==> config.mk <==
export PLATFORM = sky130hd
export DESIGN_NAME = itr_unit
export DESIGN_NICKNAME = d
export VERILOG_FILES = /design/src/itr_pkg.sv /design/src/itr_decode.sv /design/src/itr_unit.sv
export SDC_FILE = /design/constraint.sdc
export NUM_CORES = 1
export LEC_CHECK = 0
export ABC_AREA = 1
export BUFFER_PORTS_ARGS = -buffer_cell sky130_fd_sc_hd__buf_2
export CORE_MARGIN = 2
export CORE_UTILIZATION = 54
export DETAILED_ROUTE_END_ITERATION = 6
export MAX_ROUTING_LAYER = met4
export PLACE_DENSITY = 0.93
export SYNTH_ARGS = -nofsm -noshare
export SYNTH_HDL_FRONTEND = slang
export SYNTH_HIERARCHICAL = 1
export SYNTH_SLANG_ARGS = --single-unit
export TNS_END_PERCENT = 1
==> constraint.sdc <==
create_clock -name core_clk -period 3.8 [get_ports core_clk]
set_clock_uncertainty 0.05 [all_clocks]
set_input_delay 0 -clock core_clk [delete_from_list [all_inputs] [get_ports core_clk]]
set_output_delay 0 -clock core_clk [all_outputs]
set_load 0.005 [all_outputs]
==> src/itr_pkg.sv <==
// Constants, field layout and shared decode for the indicator test/clear unit
package itr_pkg;
  // Operation codes are octal 64 (test) and octal 65 (clear)
  localparam logic [5:0] OP_TEST = 6'h34;
  localparam logic [5:0] OP_CLEAR = 6'h35;
  // Class field values
  localparam logic [3:0] CLS_CONT = 4'h2;
  localparam logic [3:0] CLS_PERR = 4'h1;
  // Instruction word field positions (bits numbered 25 down to 1)
  localparam int IND_BIT = 25;
  localparam int XR_HI = 24;
  localparam int XR_LO = 21;
  localparam int OP_HI = 20;
  localparam int OP_LO = 15;
  localparam int CLS_HI = 14;
  localparam int CLS_LO = 11;
  localparam int SEL_HI = 10;
  localparam int SEL_LO = 1;
  // Contingency indicators, one-hot in selection bits 1..6
  localparam int CONT_W = 6;
  localparam int CONT_OVF = 0;
  localparam int CONT_BADOP = 1;
  localparam int CONT_TYPE = 2;
  localparam int CONT_KBREQ = 3;
  localparam int CONT_KBREL = 4;
  localparam int CONT_STOP = 5;
  // Processor fault field: code 1..15 in bits 1..4, checks 16/32/64
  localparam int CODE_W = 4;
  localparam int CHK_W = 3;
  localparam int CHK_LO = 5;
  // Control counter width
  localparam int CC_W = 15;
  localparam logic [14:0] CC_STEP = 15'h0001;
  localparam logic [14:0] CC_SKIP = 15'h0002;
  // Register map, byte addresses
  localparam int ADDR_W = 8;
  localparam logic [7:0] ADDR_STATUS = 8'h00;
  localparam logic [7:0] ADDR_MASK = 8'h04;
  localparam logic [7:0] ADDR_FLAGS = 8'h08;
  // Status and mask bit positions
  localparam int SB_W = 4;
  localparam int SB_TEST = 0;
  localparam int SB_CLEAR = 1;
  localparam int SB_CONT = 2;
  localparam int SB_PERR = 3;
  localparam logic [3:0] MASK_RESET = 4'h0;
  // Flags register layout
  localparam int FL_CONT_LO = 0;
  localparam int FL_CODE_LO = 8;
  localparam int FL_CHK_LO = 12;
  localparam int FL_CMODE = 16;
  localparam int FL_PMODE = 17;
  localparam int FL_INH = 18;
  // Sequencer states
  typedef enum logic [1:0] {ST_IDLE, ST_IND, ST_EXEC} itr_state_t;

  // True for the two operation codes this unit executes
  function automatic logic itr_is_op(input logic [5:0] op);
    itr_is_op = (op == OP_TEST) || (op == OP_CLEAR);
  endfunction
endpackage

==> src/itr_decode.sv <==
// Instruction field decode and indicator selection for the test/clear unit
`timescale 1ns/10ps
`default_nettype none
module itr_decode (
  input wire logic [25:1] word,
  input wire logic [5:0] cont,
  input wire logic [3:0] code,
  input wire logic [2:0] chk,
  output logic isTest,
  output logic isClear,
  output logic [5:0] selCont,
  output logic codeSel,
  output logic [2:0] selChk,
  output logic anyCont,
  output logic anyPerr,
  output logic hit
);
  logic [5:0] op; // Operation code field
  logic [3:0] cls; // Class field
  logic [10:1] sel; // Indicator selection bits
  logic clsCont; // Contingency group addressed
  logic clsPerr; // Processor fault group addressed

  // Field extraction and selection masking
  always_comb begin
    op = word[itr_pkg::OP_HI:itr_pkg::OP_LO];
    cls = word[itr_pkg::CLS_HI:itr_pkg::CLS_LO];
    sel = word[itr_pkg::SEL_HI:itr_pkg::SEL_LO];
    isTest = itr_pkg::itr_is_op(op) && (op == itr_pkg::OP_TEST);
    isClear = itr_pkg::itr_is_op(op) && (op == itr_pkg::OP_CLEAR);
    clsCont = (cls == itr_pkg::CLS_CONT);
    clsPerr = (cls == itr_pkg::CLS_PERR);
    // Only bits 1..6 name contingency flags; 7..10 are ignored
    selCont = clsCont ? sel[6:1] : 6'h00;
    // Low four bits carry an address fault code, compared whole
    codeSel = clsPerr && (sel[4:1] != 4'h0);
    selChk = clsPerr ? sel[7:5] : 3'h0;
    anyCont = |selCont;
    anyPerr = codeSel || (|selChk);
    // Any selected flag set makes the test true
    hit = (|(selCont & cont)) || (|(selChk & chk))
      || (codeSel && (sel[4:1] == code));
  end
endmodule
`default_nettype wire

==> src/itr_unit.sv <==
// Indicator test and clear execution unit with APB status window
// How it works
// - Test op 64: skip unless selected flag set
// - Testing never changes any indicator
// - Contingency select bits 1-6 and fault check bits 5-7 each pick one indicator
// - Class 0010 addresses contingency flags
// - Class 0001 addresses processor fault flags
// - Contingency flags one-hot, bits 7-10 zero
// - Fault codes 1-15 address, 16/32/64 checks
// - Clear op 65 drops selected flags, 2 cycles
// - Clearing an already clear flag is fine
// - Contingency clear ends mode, inhibits one instruction
// - Fault clear ends mode, inhibits one instruction
// - Word fields: indirect, index, op, class, select
// - Indirect word resolved before executing
`timescale 1ns/10ps
`default_nettype none
module itr_unit (
  input wire logic core_clk,
  input wire logic rst_n,
  input wire logic instrValid,
  input wire logic [25:1] instrWord,
  input wire logic [14:0] ccIn,
  output logic instrReady,
  output logic indReq,
  output logic [14:1] indAddr,
  input wire logic [25:1] indData,
  input wire logic indAck,
  output logic execDone,
  output logic skipNext,
  output logic [14:0] ccNext,
  input wire logic [5:0] contEvent,
  input wire logic perrAddrEvent,
  input wire logic [3:0] perrAddrCode,
  input wire logic [2:0] perrChkEvent,
  input wire logic contIntTaken,
  input wire logic perrIntTaken,
  input wire logic instrRetire,
  output logic contMode,
  output logic perrMode,
  output logic intrInhibit,
  output logic contPending,
  output logic perrPending,
  output logic irq,
  input wire logic psel,
  input wire logic penable,
  input wire logic pwrite,
  input wire logic [7:0] paddr,
  input wire logic [31:0] pwdata,
  output logic [31:0] prdata,
  output logic pready,
  output logic pslverr
);
  // Whole state of the unit
  typedef struct packed {
    itr_pkg::itr_state_t st; // Sequencer state
    logic [25:1] word; // Instruction held for execution
    logic [14:0] ccBase; // Counter value of this instruction
    logic [14:0] ccNext; // Next counter value
    logic done; // Completion pulse
    logic skip; // Next instruction skipped
    logic [5:0] cont; // Contingency indicators
    logic [3:0] code; // Address fault code, zero if none
    logic [2:0] chk; // Check faults, values 16/32/64
    logic cMode; // Contingency interrupt mode
    logic pMode; // Processor fault interrupt mode
    logic inhibit; // All interrupts held off
    logic fresh; // Inhibit set by the clear now finishing
    logic [3:0] status; // Sticky event bits
    logic [3:0] mask; // Interrupt enables
    logic [31:0] prdata; // Read data for the bus
  } itr_regs_t;

  itr_regs_t s_r; // Registered state
  itr_regs_t s_nxt; // Next state
  logic isTest; // Held word is a test
  logic isClear; // Held word is a clear
  logic [5:0] selCont; // Contingency flags selected
  logic codeSel; // A fault code is selected
  logic [2:0] selChk; // Check flags selected
  logic anyCont; // Some contingency flag selected
  logic anyPerr; // Some fault flag selected
  logic hit; // Test outcome
  logic issue; // Instruction accepted this cycle
  logic busWr; // Bus write completes this cycle
  logic busRdSetup; // Bus read setup phase
  logic codeMatch; // Selected code equals the stored one

  // Field decode of the held instruction
  itr_decode u_dec (
    .word(s_r.word),
    .cont(s_r.cont),
    .code(s_r.code),
    .chk(s_r.chk),
    .isTest(isTest),
    .isClear(isClear),
    .selCont(selCont),
    .codeSel(codeSel),
    .selChk(selChk),
    .anyCont(anyCont),
    .anyPerr(anyPerr),
    .hit(hit)
  );

  // Decoded register address is one of the three words
  function automatic logic mapped(input logic [7:0] a);
    mapped = (a == itr_pkg::ADDR_STATUS) || (a == itr_pkg::ADDR_MASK)
      || (a == itr_pkg::ADDR_FLAGS);
  endfunction

  // Handshakes and bus phases
  always_comb begin
    instrReady = (s_r.st == itr_pkg::ST_IDLE);
    issue = instrValid && instrReady
      && itr_pkg::itr_is_op(instrWord[itr_pkg::OP_HI:itr_pkg::OP_LO]);
    busWr = psel && penable && pwrite && mapped(paddr);
    busRdSetup = psel && !penable && !pwrite;
    codeMatch = codeSel
      && (s_r.word[4:1] == s_r.code);
  end

  // Next-state logic: clears first, then sets so events win
  always_comb begin
    s_nxt = s_r;
    s_nxt.done = 1'b0;
    s_nxt.fresh = 1'b0;
    // Following instruction finished: lift the inhibit, but never on
    // the completion cycle of the clear that raised it
    if ((instrRetire || s_r.done) && !s_r.fresh) begin
      s_nxt.inhibit = 1'b0;
    end
    case (s_r.st)
      itr_pkg::ST_IDLE: begin
        // Accept a new test or clear
        if (issue) begin
          s_nxt.word = instrWord;
          s_nxt.ccBase = ccIn;
          if (instrWord[itr_pkg::IND_BIT]) begin
            s_nxt.st = itr_pkg::ST_IND;
          end else begin
            s_nxt.st = itr_pkg::ST_EXEC;
          end
        end
      end
      itr_pkg::ST_IND: begin
        // Fetched word replaces class and selection, may chain
        if (indAck) begin
          s_nxt.word[14:1] = indData[14:1];
          s_nxt.word[itr_pkg::IND_BIT] = indData[itr_pkg::IND_BIT];
          if (!indData[itr_pkg::IND_BIT]) begin
            s_nxt.st = itr_pkg::ST_EXEC;
          end
        end
      end
      itr_pkg::ST_EXEC: begin
        // Second cycle: commit outcome and counter
        s_nxt.st = itr_pkg::ST_IDLE;
        s_nxt.done = 1'b1;
        if (isTest) begin
          // Flags are only read here
          s_nxt.skip = !hit;
          s_nxt.ccNext = s_r.ccBase
            + (hit ? itr_pkg::CC_STEP : itr_pkg::CC_SKIP);
          s_nxt.status[itr_pkg::SB_TEST] = 1'b1;
        end else begin
          s_nxt.skip = 1'b0;
          s_nxt.ccNext = s_r.ccBase + itr_pkg::CC_STEP;
          s_nxt.status[itr_pkg::SB_CLEAR] = 1'b1;
          // Clearing clear flags is harmless, no error path
          s_nxt.cont = s_r.cont & ~selCont;
          s_nxt.chk = s_r.chk & ~selChk;
          if (codeMatch) begin
            s_nxt.code = 4'h0;
          end
          if (anyCont) begin
            s_nxt.cMode = 1'b0;
            s_nxt.inhibit = 1'b1;
          end
          if (anyPerr) begin
            s_nxt.pMode = 1'b0;
            s_nxt.inhibit = 1'b1;
          end
          // Own done pulse must not lift the new inhibit
          if (anyCont || anyPerr) begin
            s_nxt.fresh = 1'b1;
          end
        end
      end
      default: begin
        s_nxt.st = itr_pkg::ST_IDLE;
      end
    endcase
    // Software writes: mask, or write-one-to-clear status
    if (busWr && (paddr == itr_pkg::ADDR_MASK)) begin
      s_nxt.mask = pwdata[3:0];
    end
    if (busWr && (paddr == itr_pkg::ADDR_STATUS)) begin
      s_nxt.status = s_nxt.status & ~pwdata[3:0];
    end
    // Hardware events set flags, winning over any clear
    s_nxt.cont = s_nxt.cont | contEvent;
    s_nxt.chk = s_nxt.chk | perrChkEvent;
    if (perrAddrEvent) begin
      s_nxt.code = perrAddrCode;
    end
    if (|contEvent) begin
      s_nxt.status[itr_pkg::SB_CONT] = 1'b1;
    end
    if (perrAddrEvent || (|perrChkEvent)) begin
      s_nxt.status[itr_pkg::SB_PERR] = 1'b1;
    end
    if (s_r.st == itr_pkg::ST_EXEC) begin
      s_nxt.status[itr_pkg::SB_TEST] = s_nxt.status[itr_pkg::SB_TEST]
        | isTest;
      s_nxt.status[itr_pkg::SB_CLEAR] = s_nxt.status[itr_pkg::SB_CLEAR]
        | isClear;
    end
    // Interrupt entry sets the matching mode
    if (contIntTaken) begin
      s_nxt.cMode = 1'b1;
    end
    if (perrIntTaken) begin
      s_nxt.pMode = 1'b1;
    end
    // Read data captured in the setup phase
    s_nxt.prdata = 32'h00000000;
    if (busRdSetup) begin
      case (paddr)
        itr_pkg::ADDR_STATUS: begin
          s_nxt.prdata[3:0] = s_r.status;
        end
        itr_pkg::ADDR_MASK: begin
          s_nxt.prdata[3:0] = s_r.mask;
        end
        itr_pkg::ADDR_FLAGS: begin
          s_nxt.prdata[itr_pkg::FL_CONT_LO +: 6] = s_r.cont;
          s_nxt.prdata[itr_pkg::FL_CODE_LO +: 4] = s_r.code;
          s_nxt.prdata[itr_pkg::FL_CHK_LO +: 3] = s_r.chk;
          s_nxt.prdata[itr_pkg::FL_CMODE] = s_r.cMode;
          s_nxt.prdata[itr_pkg::FL_PMODE] = s_r.pMode;
          s_nxt.prdata[itr_pkg::FL_INH] = s_r.inhibit;
        end
        default: begin
          s_nxt.prdata = 32'h00000000;
        end
      endcase
    end else if (psel && penable) begin
      // Hold read data through the access phase
      s_nxt.prdata = s_r.prdata;
    end
    // Synchronous reset
    if (!rst_n) begin
      s_nxt = '0;
      s_nxt.st = itr_pkg::ST_IDLE;
      s_nxt.mask = itr_pkg::MASK_RESET;
    end
  end

  // State register
  always_ff @(posedge core_clk) begin
    s_r <= s_nxt;
  end

  // Outputs from state; pready tied high, pslverr from the bus inputs
  always_comb begin
    indReq = (s_r.st == itr_pkg::ST_IND);
    indAddr = s_r.word[14:1];
    execDone = s_r.done;
    skipNext = s_r.skip;
    ccNext = s_r.ccNext;
    contMode = s_r.cMode;
    perrMode = s_r.pMode;
    intrInhibit = s_r.inhibit;
    contPending = |s_r.cont;
    perrPending = (s_r.code != 4'h0) || (|s_r.chk);
    irq = |(s_r.status & s_r.mask);
    prdata = s_r.prdata;
    pready = 1'b1;
    pslverr = psel && penable && !mapped(paddr);
  end

  logic quiet; // No indicator event this cycle
  assign quiet = !(|contEvent) && !perrAddrEvent && !(|perrChkEvent);
endmodule
`default_nettype wire

After elaboration in Yosys (flattened, before gate mapping)
Cells that the tools add are included.
{"block": "classes", "n_mux": 36, "n_eq_ne": 18, "n_bitwise": 15, "reduce_logical": 60, "addsub": 2}
{"operator": "$mux W19", "count": 3}
{"operator": "$mux W42", "count": 1}
{"operator": "$pmux W14 S2", "count": 1}
{"operator": "$eq A6 B6 Y1 const B", "count": 4}
{"operator": "$reduce_or A6 Y1", "count": 4}
{"operator": "$reduce_bool A2 Y1", "count": 9}
{"operator": "$mux W17", "count": 1}
{"operator": "$add A15 B1 Y15 const B", "count": 1}
{"operator": "$add A15 B2 Y15", "count": 1}
{"operator": "$logic_and A1 B1 Y1", "count": 15}
{"operator": "$mux W15", "count": 1}
{"operator": "$reduce_and A3 Y1", "count": 5}
{"operator": "$reduce_or A3 Y1", "count": 5}
{"operator": "$mux W14", "count": 1}
{"operator": "$mux W2", "count": 7}
{"operator": "$and A6 B6 Y6", "count": 2}
{"operator": "$mux W4", "count": 3}
{"operator": "$pmux W4 S3", "count": 1}
{"operator": "$logic_or A1 B1 Y1", "count": 11}
{"operator": "$mux W1", "count": 11}
{"operator": "$ne A2 B2 Y1 const B", "count": 5}
{"operator": "$mux W3", "count": 3}
{"operator": "$and A4 B4 Y4", "count": 2}
{"operator": "$eq A8 B3 Y1 const B", "count": 1}
{"operator": "other kinds (24)", "count": 33}
{"block": "totals", "wordCells": 150, "out_inout_bits": 73, "ff_bits": 99}

Logic depth before layout (Yosys ltp)
{"block": "depth", "ltp_word": 10, "ltp_mapped": 20}

Modules after synthesis
Netlist, hierarchy kept.
{"module": "itr_unit", "area_per_inst_um2": 5004.8, "cells_each": 736, "instances": 1}
{"module": "itr_decode", "area_per_inst_um2": 357.8, "cells_each": 65, "instances": 1}

Least setup slack after synthesis
OpenSTA, ideal clock, no wires.
{"block": "synth_timing", "path_type": "reg-to-reg", "start": "register s_r, in the netlist indAddr[12]", "end": "register s_r, in the netlist ccNext[10]", "arrival_ps": 2385, "period_less_slack_ps": 2544, "setup_ps": 109, "slack_ps": 1256, "path_stages_with_launch": 20, "required_ps": 3641, "cell_sequence": "dfxtp_1 inv_1 nor2_4 nand2_4 nor2_4 nand2_1 nand3_1 nor2_1 nand2_1 nor2_1 inv_1 ha_1 inv_1 fa_1 nor2_1 nand2_1 o21bai_1 nand3_1 nand2_1 inv_1"}
{"block": "synth_between", "elab_chain_len": 9}
{"element": "from (decl)", "line_no": "itr_unit.sv:74", "text": "itr_regs_t s_r;"}
{"element": "from (signal assigned)", "line_no": "itr_unit.sv:261", "text": "s_r <= s_nxt;"}
{"element": "$eq A4 B2 Y1", "line_no": "itr_decode.sv:31", "text": "clsCont = (cls == itr_pkg::CLS_CONT);"}
{"element": "$mux W6", "line_no": "itr_decode.sv:34", "text": "selCont = clsCont ? sel[6:1] : 6'h00;"}
{"element": "named net selCont[2]", "line_no": "itr_unit.sv:78", "text": "logic [5:0] selCont;"}
{"element": "$and A6 B6 Y6", "line_no": "itr_decode.sv:41", "text": "hit = (|(selCont & cont)) || (|(selChk & chk))"}
{"element": "$reduce_or A6 Y1", "line_no": "itr_decode.sv:41"}
{"element": "$logic_or A1 B1 Y1", "line_no": "itr_decode.sv:41"}
{"element": "$logic_or A1 B1 Y1", "line_no": "itr_decode.sv:42", "text": "|| (codeSel && (sel[4:1] == code));"}
{"element": "named net hit", "line_no": "itr_unit.sv:83", "text": "logic hit;"}
{"element": "$mux W2", "line_no": "itr_unit.sv:163", "text": "+ (hit ? itr_pkg::CC_STEP : itr_pkg::CC_SKIP);"}
{"element": "$add A15 B2 Y15", "line_no": "itr_unit.sv:163"}
{"element": "$mux W15", "line_no": "itr_unit.sv:159", "text": "if (isTest) begin"}
The timed path passes the listed nets, and every way through them passes these cells.
A chain may end at the register's enable or synchronous reset.

Final worst setup path
{"block": "layout_timing", "start": "register s_r, in the netlist indAddr[2]", "end": "register s_r, in the netlist ccNext[6]"}
{"element": "$reduce_bool A4 Y1", "line_no": "itr_decode.sv:36", "text": "codeSel = clsPerr && (sel[4:1] != 4'h0);"}
{"element": "$logic_and A1 B1 Y1", "line_no": "itr_decode.sv:36"}
{"element": "named net codeSel", "line_no": "itr_unit.sv:79", "text": "logic codeSel;"}
{"element": "$logic_and A1 B1 Y1", "line_no": "itr_decode.sv:42"}
{"element": "$logic_or A1 B1 Y1", "line_no": "itr_decode.sv:42"}
{"element": "named net hit", "line_no": "itr_unit.sv:83"}
{"element": "$mux W2", "line_no": "itr_unit.sv:163"}
{"element": "$add A15 B2 Y15", "line_no": "itr_unit.sv:163"}
{"element": "$mux W15", "line_no": "itr_unit.sv:159"}
The timed path passes the listed nets, and every way through them passes these cells.

==> impl_metrics.py <==
metrics = {
    "outcome": {
        "run_status": "completed",
    },
    "finish": {
        "drive_above_1_share_pct": 18.8,
        "fin_nets": 1089,
        "layout_common_cells": "nand2_1, buf_2, nor2_1, dfxtp_1, dlygate4sd3_1",
        "syn2layout_area_growth_pct": 28.2,
        "antenna_cells": 0,
        "stdcell_area_um2": 6660,
        "final_common_cell": "nand2_1",
        "final_cell_count_no_fill": 1091,
    },
    "critical_path": {
        "critPathKind": "reg2reg",
        "start_kind": "flip-flop",
        "critPathCaptureType": "flip-flop",
        "cp_max_fo": 7,
        "r2r_cells": 19,
        "reg2reg_to": "ccNext[6]$_SDFFE_PN0N_",
        "critPathArrivalTime_ns": 3.25,
        "rrSetupSlack_ns": 0.75,
        "reg2reg_from": "indAddr[2]$_SDFFE_PN0P_",
        "worst_ep_required_time_ns": 4.01,
        "startpoint": "indAddr[2]$_SDFFE_PN0P_",
    },
    "cts": {
        "h-tree-depth": 3,
        "clkTransAtPathRegs_ns": 0.10,
        "cts_resized": 0,
        "cts-root-buf": "clkbuf_8",
        "clockBufferDepth": 2,
        "numCtsBuffers": 9,
        "cts_setup_buffers": 0,
        "clock_latency_ns": 0.36,
        "cts.sinks": 95,
        "cts_tree": "done",
    },
    "pwr": {
        "p_switching_mw": 0.549,
        "p_leak_nw": 3.28,
        "p_per_area_nw_per_um2": 293,
        "p_clk_share_pct": 33.0,
        "seqPwrFrac_pct": 53.8,
        "p_sw_share_pct": 28.1,
        "p_int_mw": 1.40,
        "peakVddDrop_mv": 0.196,
        "p_comb_share_pct": 13.2,
    },
    "routing": {
        "vias": 5529,
        "drt_iter0_drc": 326,
        "ant_nets": 0,
        "firstDrtPassIters": 5,
        "routedWlPerCell_um": 13.6,
        "viasPerCell": 5.07,
        "wirelength_um": 14800,
        "drcViolationCount": 0,
    },
    "die": {
        "die_w_um": 102,
        "initial_core_util_pct": 55.9,
        "dieArea_um2": 10400,
        "die_h_um": 102,
        "rows": 35,
        "io_pins": 202,
        "design.core.area_um2": 9280,
    },
    "sta": {
        "finalWorstSetupSlack_ns": 0.752,
        "grt_setup_unrepaired": "false",
        "finalCritPeriodShare_pct": 80.2,
        "worstMarginPinSlew_ns": 0.709,
        "finalCriticalPeriod_ns": 3.05,
        "max_freq_mhz": 328,
        "tns_ns": 0,
        "hold_viol": 0,
        "slew_headroom_pct": 52.6,
        "setup_violations": 0,
        "slew_viol_final": 0,
    },
    "synthesis": {
        "avgSynthCellArea_um2": 6.67,
        "netlist_area_um2": 5190,
        "synthCells": 779,
        "ys_warn_count": 6,
    },
    "global_routing": {
        "grt_pass1_vias": 5256,
        "antenna_found_initial": 0,
        "grt_pass1_wl_um": 23900,
        "grt_overflow": 0,
        "grt_max_degree": 40,
        "grtUsageTotal_pct": 29.8,
    },
    "hold_path": {
        "hold_end": "prdata[3]$_SDFFE_PN0P_",
        "min-delay-start": "penable",
        "min_path_type": "in2reg",
        "hold_path_depth": 6,
    },
    "place": {
        "hpwl_um": 8580,
        "dp_cells": 980,
        "io_buffers": 142,
        "placed_area_um2": 5520,
        "pre_cts_ws_ns": 0.884,
        "gp_congestion": 0.924,
    },
    "job": {
        "max-cap-violations": 0,
    },
}
-- through the flow --
stage / total power, mW / hold WS [ns] / utilization (%)
6_report: 1.95 / 0.0794 / 71.7
5_1_grt: 2.03 / 0.103 / 71.7
4_1_cts: 1.94 / 0.0207 / 71.7
3_5_place_dp: 1.25 / 0.170 / 59.5
3_3_place_gp: 1.24 / 0.161 / 59.5
2_1_floorplan: 1.19 / 0.0674 / -
-- worst max-delay path by stage --
| stage | depth (start not counted) | endpoint | slack (ns) |
|---|---|---|---|
| 2_1_floorplan | 19 | ccNext[10]$_SDFFE_PN0N_ | 1.26 |
| 3_3_place_gp | 19 | ccNext[8]$_SDFFE_PN0N_ | 0.94 |
| 3_5_place_dp | 19 | ccNext[6]$_SDFFE_PN0N_ | 0.88 |
| 4_1_cts | 19 | ccNext[6]$_SDFFE_PN0N_ | 0.85 |
| 5_1_grt | 19 | ccNext[10]$_SDFFE_PN0N_ | 0.50 |
| 6_report | 19 | ccNext[6]$_SDFFE_PN0N_ | 0.75 |
-- layout make-up --
cell class                      instances  area, um2
Multi-Input combinational cell        527       2410
Timing Repair Buffer                  239       1680
Fill cell                             698       2630
Clock buffer                            9        124
Sequential cell                        95       1900
Clock inverter                          7       61.3
Inverter                               85        319
Tap cell                              129        161
-- worst max-delay path: stages (launching register included) --
cell	delay (ns)
dfxtp_1	0.47
inv_1	0.16
nand2_1	0.10
nor2_1	0.07
nor2_2	0.12
nand3_1	0.10
nand2_1	0.07
inv_1	0.04
nand2_1	0.06
nor2_1	0.07
inv_1	0.11
ha_1	0.19
inv_1	0.06
fa_1	0.42
nor2_1	0.33
inv_1	0.10
nor3_1	0.15
o21ai_0	0.15
nand2_1	0.10
inv_1	0.04
-- power groups by stage --
stage	Clock, mW	Combinational [mW]	Sequential (mW)
4_1_cts	0.652	0.243	1.05
2_1_floorplan	0	0.129	1.06
3_3_place_gp	0	0.176	1.07
3_5_place_dp	0	0.179	1.07
6_report	0.644	0.258	1.05
5_1_grt	0.698	0.285	1.05
-- registers in the layout, indices dropped and copies added, names as in the netlist --
name,count
ccNext,15
contMode,1
execDone,1
indAddr,14
intrInhibit,1
perrMode,1
prdata,16
s_r,45
skipNext,1
-- layer usage --
| layer | routed length, um | share of wire, % | global-route usage (%) | vias up |
|---|---|---|---|---|
| met5 | 0 | 0 | - | - |
| met4 | 591 | 4.0 | 12.5 | 0 |
| met3 | 1190 | 8.0 | 5.81 | 62 |
| met2 | 7230 | 49 | 51.6 | 313 |
| met1 | 5780 | 39 | 33.6 | 2436 |
| li1 | - | - | - | 2718 |
-- what timing repair did --
item,4_1_cts,5_1_grt
setup endpoints to repair,0,0
hold buffers,95,0
endpoints found under the hold margin,58,0
No activity file was read; power rests on OpenSTA's default activity.
